===== config.mk =====
export PLATFORM = sky130hd
export DESIGN_NAME = tcp_timer_compare
export DESIGN_NICKNAME = d
export VERILOG_FILES = /design/src/logic/tcp_pkg.sv /design/src/logic/tcp_prescaler.sv /design/src/logic/tcp_compare_channel.sv /design/src/logic/tcp_timer_compare.sv
export SDC_FILE = /design/constraint.sdc
export NUM_CORES = 1
export LEC_CHECK = 0
export ABC_AREA = 1
export BUFFER_PORTS_ARGS = -buffer_cell sky130_fd_sc_hd__buf_4
export CAP_MARGIN = 30
export CORE_MARGIN = 3
export CORE_UTILIZATION = 35
export CTS_BUF_LIST = sky130_fd_sc_hd__clkbuf_8
export CTS_CLUSTER_DIAMETER = 120
export DETAILED_ROUTE_END_ITERATION = 8
export GPL_TIMING_DRIVEN = 1
export SLEW_MARGIN = 20
export SYNTH_ARGS = -nofsm -noshare
export SYNTH_HDL_FRONTEND = slang
export SYNTH_SLANG_ARGS = --single-unit

===== constraint.sdc =====
create_clock -name core_clk -period 3.65 [get_ports core_clk]
set_input_delay 0.9125 -clock core_clk [delete_from_list [all_inputs] [get_ports core_clk]]
set_output_delay 0.9125 -clock core_clk [all_outputs]
set_load 0.02 [all_outputs]

===== src/logic/tcp_pkg.sv =====
// Notes on behaviour
// RULE_01 - compare both values against counter each tick
// RULE_02 - compare values software owned, reset 8000h
// RULE_03 - match sets flag, pin level, interrupt
// RULE_04 - compare pin latches low during reset
// RULE_05 - flag clears: status read, then low byte
// RULE_06 - high byte write inhibits match until low
// RULE_07 - software: high, status, then low byte
// RULE_08 - pin disabled: flag only, no level
// RULE_09 - half rate matches equal, others plus one
// RULE_10 - reduced variant: second channel write only, flagless
// RULE_11 - force copies level, no flag, normal only
// RULE_12 - pulse trigger: counter FFFCh, level two, capture
// RULE_13 - pulse ends on first compare match
// RULE_14 - pulse mode: no first flag, second flags only
// RULE_15 - both selects set means PWM only
// RULE_16 - pulse and PWM: first pin no capture
// RULE_17 - software programs duration minus five counts
// RULE_18 - PWM double buffers both compare values
// RULE_19 - PWM second match reloads, sets level two
// RULE_20 - PWM sets no compare match flags
// RULE_21 - PWM second match sets first capture flag
// RULE_22 - PWM high time is value difference
// RULE_23 - clock select: /2, /4, /8, external
// RULE_24 - capture enable interrupts on either capture flag
package tcp_pkg;

  // ----------------------------------------
  // register map (byte addresses)
  // ----------------------------------------
  localparam int ADDR_W = 8;
  localparam logic [7:0] OFF_CTRL1 = 8'h00;
  localparam logic [7:0] OFF_CTRL2 = 8'h04;
  localparam logic [7:0] OFF_STATUS = 8'h08;
  localparam logic [7:0] OFF_CMP1_HI = 8'h0c;
  localparam logic [7:0] OFF_CMP1_LO = 8'h10;
  localparam logic [7:0] OFF_CMP2_HI = 8'h14;
  localparam logic [7:0] OFF_CMP2_LO = 8'h18;
  localparam logic [7:0] OFF_CNT_HI = 8'h1c;
  localparam logic [7:0] OFF_CNT_LO = 8'h20;
  localparam logic [7:0] OFF_CAP1_HI = 8'h24;
  localparam logic [7:0] OFF_CAP1_LO = 8'h28;

  // ----------------------------------------
  // field positions
  // ----------------------------------------
  localparam int C1_CAP_IRQ_EN = 7;
  localparam int C1_CMP_IRQ_EN = 6;
  localparam int C1_FORCE_TWO = 4;
  localparam int C1_FORCE_ONE = 3;
  localparam int C1_LEVEL_TWO = 2;
  localparam int C1_CAP_EDGE = 1;
  localparam int C1_LEVEL_ONE = 0;
  localparam int C2_PIN_EN_ONE = 7;
  localparam int C2_PIN_EN_TWO = 6;
  localparam int C2_PULSE_SEL = 5;
  localparam int C2_PWM_SEL = 4;
  localparam int C2_CLK_SEL_LO = 2;
  localparam int C2_EXT_EDGE = 0;
  localparam int ST_CAP_ONE = 7;
  localparam int ST_CMP_ONE = 6;
  localparam int ST_CAP_TWO = 4;
  localparam int ST_CMP_TWO = 3;

  // ----------------------------------------
  // reset and load values
  // ----------------------------------------
  localparam logic [7:0] CTRL_RESET = 8'h00;
  localparam logic [15:0] CMP_RESET = 16'h8000;
  localparam logic [15:0] CNT_RELOAD = 16'hfffc;
  localparam logic [15:0] CAP_PULSE_VALUE = 16'hfffd;
  localparam logic [15:0] CMP_LATE_STEP = 16'h0001;

  // ----------------------------------------
  // timer clock select and prescaler masks
  // ----------------------------------------
  localparam logic [1:0] CLKSEL_DIV2 = 2'h0;
  localparam logic [1:0] CLKSEL_DIV4 = 2'h1;
  localparam logic [1:0] CLKSEL_DIV8 = 2'h2;
  localparam logic [1:0] CLKSEL_EXT = 2'h3;
  localparam logic [2:0] DIV2_MASK = 3'h1;
  localparam logic [2:0] DIV4_MASK = 3'h3;
  localparam logic [2:0] DIV8_MASK = 3'h7;

  typedef enum logic [1:0] {TCP_MODE_NORMAL, TCP_MODE_PULSE, TCP_MODE_PWM} tcp_mode_t;

endpackage : tcp_pkg


===== src/logic/tcp_prescaler.sv =====
module tcp_prescaler (
  // clock and reset
  input wire logic core_clk,
  input wire logic reset_n,
  // selection
  input wire logic [1:0] clockSelect,
  input wire logic extEdgeRising,
  input wire logic extClk,
  // timer tick
  output logic timerTick
);
  import tcp_pkg::*;

  logic [2:0] divCount_r;
  logic extPrev_r;
  logic [2:0] mask;
  logic extEvent;

  always_ff @(posedge core_clk or negedge reset_n) begin
    if (!reset_n) begin
      divCount_r <= 3'h0;
    end else begin
      divCount_r <= divCount_r + 3'h1;
    end
  end

  always_ff @(posedge core_clk or negedge reset_n) begin
    if (!reset_n) begin
      extPrev_r <= 1'b0;
    end else begin
      extPrev_r <= extClk;
    end
  end

  // the external pin is sampled, so it must run below a quarter of core_clk
  assign extEvent = extEdgeRising ? (extClk & ~extPrev_r) : (~extClk & extPrev_r);

  always_comb begin
    case (clockSelect) // see RULE_23
      CLKSEL_DIV2: mask = DIV2_MASK;
      CLKSEL_DIV4: mask = DIV4_MASK;
      CLKSEL_DIV8: mask = DIV8_MASK;
      default: mask = 3'h0;
    endcase
  end

  assign timerTick = (clockSelect == CLKSEL_EXT) ? extEvent : ((divCount_r & mask) == mask); // see RULE_23

endmodule : tcp_prescaler


===== src/logic/tcp_compare_channel.sv =====
module tcp_compare_channel #(
  parameter bit WRITE_ONLY = 1'b0
) (
  // clock and reset
  input wire logic core_clk,
  input wire logic reset_n,
  // software side
  input wire logic writeHigh,
  input wire logic writeLow,
  input wire logic [7:0] writeByte,
  output logic [15:0] readValue,
  // timer side
  input wire logic pwmMode,
  input wire logic periodEnd,
  input wire logic lateMatch,
  input wire logic evalStrobe,
  input wire logic [15:0] counterValue,
  output logic matchPulse
);
  import tcp_pkg::*;

  logic [15:0] bufValue_r;
  logic [15:0] bufValue_nxt;
  logic [15:0] activeValue_r;
  logic inhibit_r;
  logic [15:0] target;

  always_comb begin
    bufValue_nxt = bufValue_r;
    if (writeHigh) begin
      bufValue_nxt[15:8] = writeByte;
    end
    if (writeLow) begin
      bufValue_nxt[7:0] = writeByte;
    end
  end

  // hardware never writes the software copy
  always_ff @(posedge core_clk or negedge reset_n) begin
    if (!reset_n) begin
      bufValue_r <= CMP_RESET; // see RULE_02
    end else begin
      bufValue_r <= bufValue_nxt;
    end
  end

  // in PWM the compared copy only moves at period end, so the pin never glitches
  always_ff @(posedge core_clk or negedge reset_n) begin
    if (!reset_n) begin
      activeValue_r <= CMP_RESET;
    end else if (!pwmMode || periodEnd) begin
      activeValue_r <= bufValue_nxt; // see RULE_18
    end
  end

  always_ff @(posedge core_clk or negedge reset_n) begin
    if (!reset_n) begin
      inhibit_r <= 1'b0;
    end else if (writeHigh) begin
      inhibit_r <= 1'b1; // see RULE_06
    end else if (writeLow) begin
      inhibit_r <= 1'b0;
    end
  end

  assign target = lateMatch ? activeValue_r + CMP_LATE_STEP : activeValue_r; // see RULE_09
  assign matchPulse = evalStrobe && !inhibit_r && (counterValue == target); // see RULE_01
  assign readValue = WRITE_ONLY ? 16'h0000 : bufValue_r; // see RULE_10

endmodule : tcp_compare_channel


===== src/logic/tcp_timer_compare.sv =====
// Decided for this implementation: the register addresses and the APB interface to the registers.
module tcp_timer_compare #(
  parameter bit REDUCED_VARIANT = 1'b0
) (
  // clock and reset
  input wire logic core_clk,
  input wire logic reset_n,
  // apb slave
  input wire logic psel,
  input wire logic penable,
  input wire logic pwrite,
  input wire logic [tcp_pkg::ADDR_W-1:0] paddr,
  input wire logic [31:0] pwdata,
  output logic [31:0] prdata,
  output logic pready,
  output logic pslverr,
  // timer pins
  input wire logic extClk,
  input wire logic firstCapturePin,
  // joins from the rest of the timer
  input wire logic secondCaptureFlag,
  input wire logic cpuIrqMask,
  // compare output pins
  output logic compareOutputPinOne,
  output logic comparePinEnableOne,
  output logic compareOutputPinTwo,
  output logic comparePinEnableTwo,
  // interrupt request and counter view
  output logic timerIrq,
  output logic [15:0] counterValue
);
  import tcp_pkg::*;

  // ----------------------------------------
  // declarations
  // ----------------------------------------
  logic [7:0] controlRegOne_r;
  logic [7:0] controlRegTwo_r;
  logic [15:0] counter_r;
  logic [15:0] firstCaptureValue_r;
  logic firstCaptureFlag_r;
  logic matchFlagOne_r;
  logic matchFlagTwo_r;
  logic armCap_r;
  logic armCmpOne_r;
  logic armCmpTwo_r;
  logic capPinPrev_r;
  logic tickDelayed_r;
  logic pinOne_r;
  logic pinTwo_r;
  logic [31:0] prdata_r;
  logic timerTick;
  logic capEdge;
  logic matchOne;
  logic matchTwo;
  logic [15:0] cmpOneRead;
  logic [15:0] cmpTwoRead;
  logic accessCycle;
  logic wrEn;
  logic rdEn;
  logic [7:0] wrByte;
  logic statusRead;
  logic cmpOneLoAccess;
  logic cmpTwoLoAccess;
  logic capLoAccess;
  logic counterLoWrite;
  logic pulseMode;
  logic pwmMode;
  logic normalMode;
  logic periodEnd;
  logic reloadCounter;
  logic lateMatch;
  logic setCap;
  logic setCmpOne;
  logic setCmpTwo;
  logic [7:0] statusByte;
  logic [7:0] readByte;
  tcp_mode_t mode;

  // ----------------------------------------
  // apb decode
  // ----------------------------------------
  function automatic logic hitAddr(input logic [ADDR_W-1:0] addr, input logic [7:0] offset);
    hitAddr = (addr == offset[ADDR_W-1:0]);
  endfunction : hitAddr

  function automatic logic isMapped(input logic [ADDR_W-1:0] addr);
    isMapped = (addr <= OFF_CAP1_LO[ADDR_W-1:0]) && (addr[1:0] == 2'h0);
  endfunction : isMapped

  // read data is latched in the setup cycle, so every access ends with no wait state
  assign accessCycle = psel && penable;
  assign pready = accessCycle;
  assign pslverr = accessCycle && !isMapped(paddr);
  assign wrEn = accessCycle && pwrite && isMapped(paddr);
  assign rdEn = accessCycle && !pwrite && isMapped(paddr);
  assign wrByte = pwdata[7:0];
  assign statusRead = rdEn && hitAddr(paddr, OFF_STATUS);
  assign cmpOneLoAccess = accessCycle && hitAddr(paddr, OFF_CMP1_LO);
  assign cmpTwoLoAccess = accessCycle && hitAddr(paddr, OFF_CMP2_LO);
  assign capLoAccess = accessCycle && hitAddr(paddr, OFF_CAP1_LO);
  assign counterLoWrite = wrEn && hitAddr(paddr, OFF_CNT_LO);

  // ----------------------------------------
  // mode selection
  // ----------------------------------------
  always_comb begin
    if (controlRegTwo_r[C2_PWM_SEL]) begin
      mode = TCP_MODE_PWM; // see RULE_15
    end else if (controlRegTwo_r[C2_PULSE_SEL]) begin
      mode = TCP_MODE_PULSE;
    end else begin
      mode = TCP_MODE_NORMAL;
    end
  end

  assign pwmMode = (mode == TCP_MODE_PWM);
  assign pulseMode = (mode == TCP_MODE_PULSE);
  assign normalMode = (mode == TCP_MODE_NORMAL);
  assign lateMatch = (controlRegTwo_r[C2_CLK_SEL_LO +: 2] != CLKSEL_DIV2); // see RULE_09

  // ----------------------------------------
  // timer clock and counter
  // ----------------------------------------
  tcp_prescaler prescaler (
    .core_clk(core_clk),
    .reset_n(reset_n),
    .clockSelect(controlRegTwo_r[C2_CLK_SEL_LO +: 2]),
    .extEdgeRising(controlRegTwo_r[C2_EXT_EDGE]),
    .extClk(extClk),
    .timerTick(timerTick)
  );

  always_ff @(posedge core_clk or negedge reset_n) begin
    if (!reset_n) begin
      capPinPrev_r <= 1'b0;
    end else begin
      capPinPrev_r <= firstCapturePin;
    end
  end

  assign capEdge = controlRegOne_r[C1_CAP_EDGE] ? (firstCapturePin & ~capPinPrev_r)
    : (~firstCapturePin & capPinPrev_r);
  assign periodEnd = pwmMode && matchTwo;
  assign reloadCounter = counterLoWrite || (pulseMode && capEdge) || periodEnd; // see RULE_12

  always_ff @(posedge core_clk or negedge reset_n) begin
    if (!reset_n) begin
      counter_r <= CNT_RELOAD;
    end else if (reloadCounter) begin
      counter_r <= CNT_RELOAD; // see RULE_19
    end else if (timerTick) begin
      counter_r <= counter_r + 16'h0001;
    end
  end

  // compare only once per new count value, one cycle after the tick
  always_ff @(posedge core_clk or negedge reset_n) begin
    if (!reset_n) begin
      tickDelayed_r <= 1'b0;
    end else begin
      tickDelayed_r <= timerTick && !reloadCounter;
    end
  end

  assign counterValue = counter_r;

  // ----------------------------------------
  // compare channels
  // ----------------------------------------
  tcp_compare_channel #(.WRITE_ONLY(1'b0)) channelOne (
    .core_clk(core_clk),
    .reset_n(reset_n),
    .writeHigh(wrEn && hitAddr(paddr, OFF_CMP1_HI)),
    .writeLow(wrEn && hitAddr(paddr, OFF_CMP1_LO)),
    .writeByte(wrByte),
    .readValue(cmpOneRead),
    .pwmMode(pwmMode),
    .periodEnd(periodEnd),
    .lateMatch(lateMatch),
    .evalStrobe(tickDelayed_r),
    .counterValue(counter_r),
    .matchPulse(matchOne)
  );

  tcp_compare_channel #(.WRITE_ONLY(REDUCED_VARIANT)) channelTwo (
    .core_clk(core_clk),
    .reset_n(reset_n),
    .writeHigh(wrEn && hitAddr(paddr, OFF_CMP2_HI)),
    .writeLow(wrEn && hitAddr(paddr, OFF_CMP2_LO)),
    .writeByte(wrByte),
    .readValue(cmpTwoRead),
    .pwmMode(pwmMode),
    .periodEnd(periodEnd),
    .lateMatch(lateMatch),
    .evalStrobe(tickDelayed_r),
    .counterValue(counter_r),
    .matchPulse(matchTwo)
  );

  // ----------------------------------------
  // control registers
  // ----------------------------------------
  always_ff @(posedge core_clk or negedge reset_n) begin
    if (!reset_n) begin
      controlRegOne_r <= CTRL_RESET;
    end else if (wrEn && hitAddr(paddr, OFF_CTRL1)) begin
      controlRegOne_r <= wrByte;
    end
  end

  always_ff @(posedge core_clk or negedge reset_n) begin
    if (!reset_n) begin
      controlRegTwo_r <= CTRL_RESET;
    end else if (wrEn && hitAddr(paddr, OFF_CTRL2)) begin
      controlRegTwo_r <= wrByte;
    end
  end

  // ----------------------------------------
  // flags: set wins over the two-step clear
  // ----------------------------------------
  assign setCmpOne = matchOne && normalMode; // see RULE_14
  assign setCmpTwo = matchTwo && !pwmMode && !REDUCED_VARIANT; // see RULE_20
  assign setCap = (normalMode && capEdge) || (pulseMode && capEdge) || periodEnd; // see RULE_21

  always_ff @(posedge core_clk or negedge reset_n) begin
    if (!reset_n) begin
      armCmpOne_r <= 1'b0;
      armCmpTwo_r <= 1'b0;
      armCap_r <= 1'b0;
    end else begin
      armCmpOne_r <= statusRead ? matchFlagOne_r : (armCmpOne_r && !cmpOneLoAccess); // see RULE_05
      armCmpTwo_r <= statusRead ? matchFlagTwo_r : (armCmpTwo_r && !cmpTwoLoAccess);
      armCap_r <= statusRead ? firstCaptureFlag_r : (armCap_r && !capLoAccess);
    end
  end

  always_ff @(posedge core_clk or negedge reset_n) begin
    if (!reset_n) begin
      matchFlagOne_r <= 1'b0;
    end else if (setCmpOne) begin
      matchFlagOne_r <= 1'b1; // see RULE_03
    end else if (armCmpOne_r && cmpOneLoAccess) begin
      matchFlagOne_r <= 1'b0; // see RULE_05
    end
  end

  always_ff @(posedge core_clk or negedge reset_n) begin
    if (!reset_n) begin
      matchFlagTwo_r <= 1'b0;
    end else if (setCmpTwo) begin
      matchFlagTwo_r <= 1'b1; // see RULE_03
    end else if (armCmpTwo_r && cmpTwoLoAccess) begin
      matchFlagTwo_r <= 1'b0; // see RULE_05
    end
  end

  always_ff @(posedge core_clk or negedge reset_n) begin
    if (!reset_n) begin
      firstCaptureFlag_r <= 1'b0;
    end else if (setCap) begin
      firstCaptureFlag_r <= 1'b1;
    end else if (armCap_r && capLoAccess) begin
      firstCaptureFlag_r <= 1'b0;
    end
  end

  // first capture pin only captures the counter in normal mode
  always_ff @(posedge core_clk or negedge reset_n) begin
    if (!reset_n) begin
      firstCaptureValue_r <= 16'h0000;
    end else if (pulseMode && capEdge) begin
      firstCaptureValue_r <= CAP_PULSE_VALUE; // see RULE_12
    end else if (normalMode && capEdge) begin
      firstCaptureValue_r <= counter_r; // see RULE_16
    end
  end

  assign timerIrq = !cpuIrqMask && ((controlRegOne_r[C1_CMP_IRQ_EN] && (matchFlagOne_r || matchFlagTwo_r))
    || (controlRegOne_r[C1_CAP_IRQ_EN] && (firstCaptureFlag_r || secondCaptureFlag))); // see RULE_24

  // ----------------------------------------
  // compare output pins
  // ----------------------------------------
  assign comparePinEnableOne = controlRegTwo_r[C2_PIN_EN_ONE]; // see RULE_08
  assign comparePinEnableTwo = controlRegTwo_r[C2_PIN_EN_TWO];

  always_ff @(posedge core_clk or negedge reset_n) begin
    if (!reset_n) begin
      pinOne_r <= 1'b0; // see RULE_04
    end else if (comparePinEnableOne) begin
      case (mode)
        TCP_MODE_NORMAL: begin
          if (matchOne || controlRegOne_r[C1_FORCE_ONE]) begin
            pinOne_r <= controlRegOne_r[C1_LEVEL_ONE]; // see RULE_11
          end
        end
        TCP_MODE_PULSE: begin
          if (capEdge) begin
            pinOne_r <= controlRegOne_r[C1_LEVEL_TWO]; // see RULE_12
          end else if (matchOne) begin
            pinOne_r <= controlRegOne_r[C1_LEVEL_ONE]; // see RULE_13
          end
        end
        TCP_MODE_PWM: begin
          // equal levels give a steady pin; high time is the value difference
          if (matchTwo) begin
            pinOne_r <= controlRegOne_r[C1_LEVEL_TWO]; // see RULE_19 see RULE_22
          end else if (matchOne) begin
            pinOne_r <= controlRegOne_r[C1_LEVEL_ONE]; // see RULE_22
          end
        end
        default: pinOne_r <= pinOne_r;
      endcase
    end
  end

  // second pin is idle outside normal mode since its level serves the first pin
  always_ff @(posedge core_clk or negedge reset_n) begin
    if (!reset_n) begin
      pinTwo_r <= 1'b0; // see RULE_04
    end else if (comparePinEnableTwo && normalMode && (matchTwo || controlRegOne_r[C1_FORCE_TWO])) begin
      pinTwo_r <= controlRegOne_r[C1_LEVEL_TWO]; // see RULE_14 see RULE_11
    end
  end

  assign compareOutputPinOne = pinOne_r;
  assign compareOutputPinTwo = pinTwo_r;

  // ----------------------------------------
  // read path
  // ----------------------------------------
  always_comb begin
    statusByte = 8'h00;
    statusByte[ST_CAP_ONE] = firstCaptureFlag_r;
    statusByte[ST_CMP_ONE] = matchFlagOne_r;
    statusByte[ST_CAP_TWO] = secondCaptureFlag;
    statusByte[ST_CMP_TWO] = matchFlagTwo_r;
  end

  always_comb begin
    case (paddr)
      OFF_CTRL1: readByte = controlRegOne_r;
      OFF_CTRL2: readByte = controlRegTwo_r;
      OFF_STATUS: readByte = statusByte;
      OFF_CMP1_HI: readByte = cmpOneRead[15:8];
      OFF_CMP1_LO: readByte = cmpOneRead[7:0];
      OFF_CMP2_HI: readByte = cmpTwoRead[15:8];
      OFF_CMP2_LO: readByte = cmpTwoRead[7:0];
      OFF_CNT_HI: readByte = counter_r[15:8];
      OFF_CNT_LO: readByte = counter_r[7:0];
      OFF_CAP1_HI: readByte = firstCaptureValue_r[15:8];
      OFF_CAP1_LO: readByte = firstCaptureValue_r[7:0];
      default: readByte = 8'h00;
    endcase
  end

  // latched in setup; a flag set during access shows on the next status read
  always_ff @(posedge core_clk or negedge reset_n) begin
    if (!reset_n) begin
      prdata_r <= 32'h00000000;
    end else if (psel && !penable && !pwrite) begin
      prdata_r <= {24'h000000, readByte};
    end
  end

  assign prdata = prdata_r;

endmodule : tcp_timer_compare


[Yosys cells after proc, flatten, opt, wreduce, memory -nomap -nowiden]
Index checks and enable logic that the tools add are counted.
Storage, ports and cells
  bits in registers: 136
  latch bits: 0
  RAM bits: 0
  memory bits (read-only): 0
  input port bits: 49
  output and inout bits: 55
  word-level logic and storage cells: 167
  memories kept: 0
Cells by class
  add/sub/neg operators: 4
  multipliers: 0
  div/mod/pow operators: 0
  magnitude comparators: 1
  equality and inequality tests: 19
  shift-type cells: 0
  mux-type cells: 35
  bitwise gates (word level): 9
  reductions and logical operators: 76
Operators with widths (number)
  16-bit 2-to-1 mux: 6
  8-bit case mux with 11 select lines: 1
  16-bit by 1-bit adder with 16-bit output, second input constant: 3
  1-bit logical AND: 41
  16-bit equality test: 2
  8-bit by 5-bit equality test with 1-bit output, second input constant: 4
  8-bit 2-to-1 mux: 4
  8-bit by 6-bit equality test with 1-bit output, second input constant: 3
  1-bit 2-to-1 mux: 21
  8-bit by 4-bit equality test with 1-bit output, second input constant: 2
  2-bit nonzero test: 8
  1-bit zero test: 11
  1-bit logical OR: 10
  3-bit case mux with 3 select lines: 1
  8-bit by 3-bit equality test with 1-bit output, second input constant: 1
  8-bit by 6-bit less-or-equal comparator with 1-bit output, second input constant: 1
  8-bit zero test: 1
  2-bit equality test, second input constant: 3
  2-bit zero test: 3
  1-bit AND: 4
  2-bit by 1-bit equality test with 1-bit output, second input constant: 2
  1-bit inverter: 4
  3-bit by 1-bit adder with 3-bit output, second input constant: 1
  3-bit AND: 1
  6 further kinds: 6

[Depth between registers and ports, before layout]
Gate-level depths: netlist of the first run.
  depth after elaboration: 8
  mapped depth: 21
  gate-level depth less buffers: 19

[Modules after synthesis]
Synthesis of the first run repeated with hierarchy kept, for this count alone.
Second synthesis, totals
  cells, all modules: 1161
  area, all modules: 8361.8 µm²
By module, submodules not included
  tcp_timer_compare: instances 1, cells an instance 569, area an instance 4162.7 µm², seq. area each 1669.1 µm²
  tcp_compare_channel: instances 2, cells an instance 285, area an instance 1995.7 µm², seq. area each 828.3 µm²
  tcp_prescaler: instances 1, cells an instance 22, area an instance 207.7 µm², seq. area each 100.1 µm²

[Worst setup path after synthesis of the first run]
OpenSTA, ideal clock, no wires.
  path kind: input-to-output
  from: input paddr[1] (netlist name)
  to: output pslverr
  data arrival time: 1.776 ns
  data required time: 2.738 ns
  path slack: 0.961 ns
  stages on the path: 5
  path buffers: 0
  cell sequence: or2_4 nor3_4 nand2_4 a21oi_4 nor2_1
On the way
  longest elaborated chain between the ends: 4
  elaborated cells between the ends (all ways): 5
  classes of those cells: order compare: 1; reduce/logical: 4
RTL lines
  start, declared: line tcp_timer_compare.sv:12  | input wire logic [tcp_pkg::ADDR_W-1:0] paddr,
  8-bit by 6-bit less-or-equal comparator with 1-bit output or 2-bit zero test (tied branches): line tcp_timer_compare.sv:88  | isMapped = (addr <= OFF_CAP1_LO[ADDR_W-1:0]) && (addr[1:0] == 2'h0);
  1-bit logical AND (*): line tcp_timer_compare.sv:88
  1-bit zero test (*): line tcp_timer_compare.sv:94  | assign pslverr = accessCycle && !isMapped(paddr);
  1-bit logical AND (*): line tcp_timer_compare.sv:94
  end, declared: line tcp_timer_compare.sv:16  | output logic pslverr,
Every way passes the cells marked *; elsewhere a longest branch is shown, timed or not.

[Final worst setup path of the first run]
  from: register controlRegTwo_r[2]
  to: register channelOne.activeValue_r[14]
On the way
  longest elaborated chain between the ends: 6
RTL lines
  start, declared: line tcp_timer_compare.sv:38  | logic [7:0] controlRegTwo_r;
  start signal, assigned: line tcp_timer_compare.sv:216  | controlRegTwo_r <= wrByte;
  2-bit nonzero test: line tcp_timer_compare.sv:120  | assign lateMatch = (controlRegTwo_r[C2_CLK_SEL_LO +: 2] != CLKSEL_DIV2);
  16-bit 2-to-1 mux: line tcp_compare_channel.sv:66  | assign target = lateMatch ? activeValue_r + CMP_LATE_STEP : activeValue_r;
  16-bit equality test: line tcp_compare_channel.sv:67  | assign matchPulse = evalStrobe && !inhibit_r && (counterValue == target);
  1-bit logical AND: line tcp_compare_channel.sv:67
  1-bit logical AND: line tcp_timer_compare.sv:144  | assign periodEnd = pwmMode && matchTwo;
  1-bit logical OR: line tcp_compare_channel.sv:51  | end else if (!pwmMode || periodEnd) begin
  end signal, assigned: line tcp_compare_channel.sv:52  | activeValue_r <= bufValue_nxt;
  end, declared: line tcp_compare_channel.sv:24  | logic [15:0] activeValue_r;
No other way between the ends.
A chain may end at the register's enable or synchronous reset.

==> results of run 1 <==
[cells in the mapped netlist, types with 15 or more instances]
cell type	number	area share, %
nor2_1	67	3.1
dfstp_2	18	5.9
inv_1	135	6.3
dfrtp_1	118	37
a22oi_1	15	1.4
xor2_1	25	2.7
nand3_1	56	3.5
buf_4	25	2.3
o22ai_1	16	1.3
a21oi_1	18	1.1
nand4_1	24	1.9
o21ai_0	71	4.4
nand2_1	255	12
[layer usage]
layer	up-vias	share of wire [%]	GRT usage [%]	wire [µm]
li1	3339	-	-	-
met1	3331	44	27.0	10600
met2	245	46	30.8	11100
met3	37	7.1	5.03	1700
met4	0	2.6	6.53	632
met5	-	0	0	0
[stage by stage]
stage	hold slack [ps]	cell area, µm²
4_1_cts	421	9010
5_1_grt	420	9010
3_5_place_dp	433	8650
3_3_place_gp	431	8650
2_1_floorplan	414	8090
6_report	398	9010
[state kept, by name, summed over array words and instances, names as in the netlist, 16 cells and up]
register	cells
channelOne.readValue	16
channelOne.activeValue_r	16
firstCaptureValue_r	16
channelTwo.readValue	16
channelTwo.activeValue_r	16
counterValue	16
[area by class of cell]
cell class | instances | area [µm²] | area share (%)
Clock inverter | 13 | 96.3 | 1.07
Inverter | 141 | 533 | 5.92
Timing Repair Buffer | 68 | 539 | 5.99
Clock buffer | 19 | 262 | 2.90
Multi-Input combinational cell | 705 | 3800 | 42.2
Sequential cell | 136 | 3430 | 38.0
Tap cell | 280 | 350 | 3.89
[where the power goes]
| group | internal [µW] | total, µW | leakage, µW | switching [µW] |
|---|---|---|---|---|
| Combinational | 160 | 476 | 0.00263 | 316 |
| Sequential | 1580 | 1650 | 0.00168 | 74.5 |
| Clock | 510 | 1160 | 0.000177 | 650 |
[logic make-up after synthesis]
kind of cell / count (synthesis) / share of synthesized area (%)
AND/OR/NAND/NOR: 457 / 25.8
buffers and inverters: 187 / 10.8
AO/OA/AOI/OAI: 159 / 12.1
flip-flops: 136 / 42.8
XOR/XNOR: 36 / 3.94
multiplexers: 22 / 3.42
adder cells (fa/ha/maj): 7 / 1.09
other: 1 / 0.0469
[path summary, 6_finish.rpt]
path / to / cells after the start
worst max register to register: channelOne.activeValue_r[14] / 15
worst min-delay path: prdata[1] / 1
min in group core_clk: prescaler.divCount_r[0] / 1
worst max-delay path: channelOne.activeValue_r[14] / 15
worst min register to register: prescaler.divCount_r[0] / 1
max in group asynchronous: channelOne.readValue[15] / 2
[critical path, delay by kind of cell (launching register included)]
family / cells / cell delay [ps]
muxes: 1 / 350
DFF: 1 / 380
buffers and inverters: 3 / 530
adders and majority gates: 1 / 390
and+or+nand+nor: 10 / 1310
==> results.cfg, run 1 <==
[timing]
slew_violations = 0
max_slew_margin_pct = 61.2
fin_crit_sh_pct = 85.8
fin_tns_setup_ps = 0
worst_pin_slew_ps = 577
setup_viol_count_final = 0
fin_ws_ps = 519
hold_viol = 0
rsz0062_at_grt = no
fmax_mhz = 319
clock_skew_ps = 9.23
finalCriticalPeriod_ps = 3130

[setup_path]
r2r_start = controlRegTwo_r[2]
slowest_stage = ha_1
crit_required_ps = 4000
critPathKind = reg -> reg
critPathMaxStageDelay_ps = 390
cp.arrival_ps = 3480
start_kind = flop
path_cells = inv_1, ha_1, inv_4, nand2_4, nor2_4, nand2_2, nor2_4, nand3_2, nand3_1, nand2_1, nor2_1, nand3_2, nand2_4, buf_12, mux2_2
critPathLaunch = controlRegTwo_r[2]
r2r_slack_ps = 520
cp-end-kind = flop
crit_fanout = 27

[logic_synthesis]
synth-async-reset-ratio_pct = 100
yosysSeqAreaShare_pct = 42.8
synth-edff-count = 0
synth.distinct_cells = 55
netlist_instances = 1005
avgSynthCellArea_um2 = 7.96
ys_warn_count = 0
ys_seq_elements = 136
synth_flop_cell = dfrtp_1
syn_area_um2 = 8000

[cts]
hold_buffers = 0
cts.path.max_buffers = 2
cts_tree = done
numClockSinks = 136
htreeDepth = 4
cts_resized = 0
root_buffer = clkbuf_8
clkLatencyLatePin_ps = 460
cts.clk_slew.worst_paths_ps = 90
cts_buffers = 17
post-cts-setup-buffers = 0

[flow_run]
drv_cap = 0

[floorplan]
initial_utilization_pct = 36.1
die_h_um = 157
rows = 54
die_x_um = 157
ios = 104
core_um2 = 22200
die-area_um2 = 24700

[drt]
via_count = 6952
viasPerCell = 5.10
drt-total-wl_mm = 24.0
routedWlPerCell_um = 17.6
first_iter_violations = 666
firstDrtPassIters = 6
ant_nets = 0
route.detailed.drc = 0

[layout]
syn2layout_area_growth_pct = 12.6
drive_gt1_share_pct = 16.9
final_common_cell = nand2_1
fillers = 2276
most-common-layout-cells = nand2_1 (255), inv_1 (136), dfrtp_1 (118)
antenna_cells = 0
layout.nets = 1125
fin_util_pct = 40.7
fin_cells = 1362

[pwr]
fin_total_pwr_uw = 3290
power.leakage_uw = 0.00449
powerDensity_nw_per_um2 = 365
ir_worst_vdd_v = 0.000187

[global_routing]
grt_remaining_overflow = 0
gr-usage-all-layers_pct = 19.8
grt_antenna_before_repair = 0
grt_pass1_vias = 6512
grt_pass1_wl_mm = 37.1
grt_start_max_net_pins = 58

[placed_design]
gp_congestion = 0.889
dp.cells = 1330
pre_cts_slack_ps = 430
io_buffers = 55
dp_hpwl_mm = 18.6

[worst_hold_path]
worstHoldPathType = in -> async

[status]
status = completed
Note: power is estimated with default switching activity, not from simulation.
==> run 2, diff against run 1 <==
--- a/config.mk
+++ b/config.mk
@@ -5,15 +5,15 @@
 export SDC_FILE = /design/constraint.sdc
 export NUM_CORES = 1
 export LEC_CHECK = 0
-export ABC_AREA = 1
 export BUFFER_PORTS_ARGS = -buffer_cell sky130_fd_sc_hd__buf_4
 export CAP_MARGIN = 30
 export CORE_MARGIN = 3
-export CORE_UTILIZATION = 35
+export CORE_UTILIZATION = 55
 export CTS_BUF_LIST = sky130_fd_sc_hd__clkbuf_8
-export CTS_CLUSTER_DIAMETER = 120
+export CTS_CLUSTER_DIAMETER = 200
 export DETAILED_ROUTE_END_ITERATION = 8
 export GPL_TIMING_DRIVEN = 1
+export PLACE_DENSITY = 0.77
 export SLEW_MARGIN = 20
 export SYNTH_ARGS = -nofsm -noshare
 export SYNTH_HDL_FRONTEND = slang
==> run 2 against run 1 <==
Count of clock-buffer cells in the layout unchanged. Sequential power grew 7%. Highest routed layer unchanged. Combinational power increased by 49%. Power grew 11%.
==> results.cfg, run 2 <==
[cts]
cts_resized = 0
post-cts-setup-buffers = 0
numClockSinks = 136
cts_buffers = 17
clkLatencyLatePin_ps = 440
cts.clk_slew.worst_paths_ps = 80
hold_buffers = 0
cts.path.max_buffers = 2
htreeDepth = 4
cts_tree = done
root_buffer = clkbuf_8

[timing]
fin_crit_sh_pct = 93.1
hold_viol = 0
finalCriticalPeriod_ps = 3400
worst_pin_slew_ps = 858
setup_viol_count_final = 0
clock_skew_ps = 11.6
fin_tns_setup_ps = 0
rsz0062_at_grt = no
max_slew_margin_pct = 42.6
fmax_mhz = 294
slew_violations = 0

[setup_path]
start_kind = flop
crit_fanout = 17
cp-end-kind = flop
critPathKind = reg -> reg
r2r_slack_ps = 250
cp.arrival_ps = 3720
crit_required_ps = 3970

[drt]
via_count = 6159
ant_nets = 0
route.detailed.drc = 0
viasPerCell = 6.35
firstDrtPassIters = 6
routedWlPerCell_um = 22.5
highest_layer = met4
route.met2.wl_mm = 10.3
drt-met1-wl_mm = 8.78
drt-total-wl_mm = 21.8
wl_met3_mm = 1.57
first_iter_violations = 652

[logic_synthesis]
synthAdderAreaFrac_pct = 1.16
yosysSeqAreaShare_pct = 45.5
synth.distinct_cells = 67
synth_top_cells_by_count = dfrtp_1 (118), nand2_1 (64), mux2_2 (43)
netlist_instances = 721
synth_top_family_by_area = simple AND/OR/NAND/NOR gates
synthMuxAreaShare_pct = 12.0
yosysMostFrequentCell = dfrtp_1
synth_xor_area_share_pct = 6.40
synthSimpleGateAreaFrac_pct = 15.8
avgSynthCellArea_um2 = 10.4
ys_seq_elements = 136
synth_flop_cell = dfrtp_1
synth-async-reset-ratio_pct = 100
ys_warn_count = 0
ys_top_cells_by_area = dfrtp_1 (39%), mux2_2 (6.4%), dfstp_2 (6.3%)
yosysTopAreaCellShare_pct = 39.3
synth_area_leader_cell = dfrtp_1
syn_area_um2 = 7520
synth-compound-area-share_pct = 13.2
synth-edff-count = 0

[floorplan]
die_x_um = 123
die_h_um = 123
ios = 104
initial_utilization_pct = 56.6
die-area_um2 = 15100
core_um2 = 13300
rows = 42

[layout]
final_common_cell = dfrtp_1
syn2layout_area_growth_pct = 13.0
antenna_cells = 0
layout.nets = 837
most-common-layout-cells = dfrtp_1 (118), buf_4 (75), nand2_1 (64)
drive_gt1_share_pct = 23.2
fillers = 1078

[placed_design]
gp_congestion = 0.967
dp_hpwl_mm = 15.8
io_buffers = 55

[pwr]
fin_total_pwr_uw = 3640
powerDensity_nw_per_um2 = 428
power.leakage_uw = 0.00394
ir_worst_vdd_v = 0.000371

[global_routing]
grt_pass1_wl_mm = 33.5
grt_pass1_vias = 6139
gr-usage-all-layers_pct = 29.7
grt_remaining_overflow = 0
grt_start_max_net_pins = 71
grt_antenna_before_repair = 0

[worst_hold_path]
worstHoldPathType = in -> async

[status]
status = completed

[flow_run]
drv_cap = 0
[run 2: changes by cell type in the layout (fill, tap and decap cells not counted), sizes merged, moves of 15 or more]
cell,before,now
nand3,59,25
nand2,271,65
nor2,75,39
inv,142,25
xnor2,11,40
o21ai,87,17
mux2,22,76
o22a,0,15
[run 2: worst max-delay path, cell delays in order (launching register included)]
cell,delay [ps]
dfrtp_1,460
inv_1,90
ha_1,330
nand4b_1,300
a22oi_1,200
o2111ai_1,160
nor4_2,280
nand4_1,190
or4_4,610
nand2_4,140
buf_12,170
mux2_1,340
[run 2: cell families after synthesis]
kind of cell | Yosys count
flops | 136
xor+xnor | 55
buf+inv | 85
mux | 81
compound gates | 131
other cells | 1
fa+ha+maj | 7
simple gates | 225
[run 2: layout make-up]
class / instances / area (µm²) / area share, %
Multi-Input combinational cell: 523 / 3760 / 44.2
Inverter: 24 / 90.1 / 1.06
Clock buffer: 19 / 262 / 3.08
Tap cell: 176 / 220 / 2.59
Sequential cell: 136 / 3430 / 40.3
Timing Repair Buffer: 79 / 642 / 7.55
Clock inverter: 13 / 106 / 1.25
[run 2: worst paths after layout]
| path | endpoint | start | cells past startpoint |
|---|---|---|---|
| max in group asynchronous | channelOne.activeValue_r[15] | reset_n | 2 |
| max reg2reg | channelTwo.activeValue_r[3] | controlRegTwo_r[3] | 11 |
| min | channelTwo.activeValue_r[12] | reset_n | 1 |
| min in group core_clk | prescaler.divCount_r[0] | prescaler.divCount_r[0] | 1 |
| min reg2reg | prescaler.divCount_r[0] | prescaler.divCount_r[0] | 1 |
| max | channelTwo.activeValue_r[3] | controlRegTwo_r[3] | 11 |
[run 2: power by group]
part           switching [µW]  internal (µW)  total [µW]
combinational             418            291         709
sequential                165           1600        1760
clock                     601            565        1170
total                    1180           2450        3640
[run 2: layer usage]
metal  track usage [%]  vias up
li1                  -     2704
met1              38.2     3038
met2              48.4      331
met3              5.12       86
met4              15.6        0
met5                 0        -
[run 2: per-stage QoR]
stage	utilization (%)	setup slack [ps]	hold WS, ps	instances	instance area (µm²)
finish	64.0	251	421	970	8500
CTS	63.9	242	438	970	8500
global route	64.0	29.3	450	970	8500
floorplan	-	592	409	744	7610
global placement	60.9	397	420	937	8100
detailed placement	61.1	275	434	938	8130
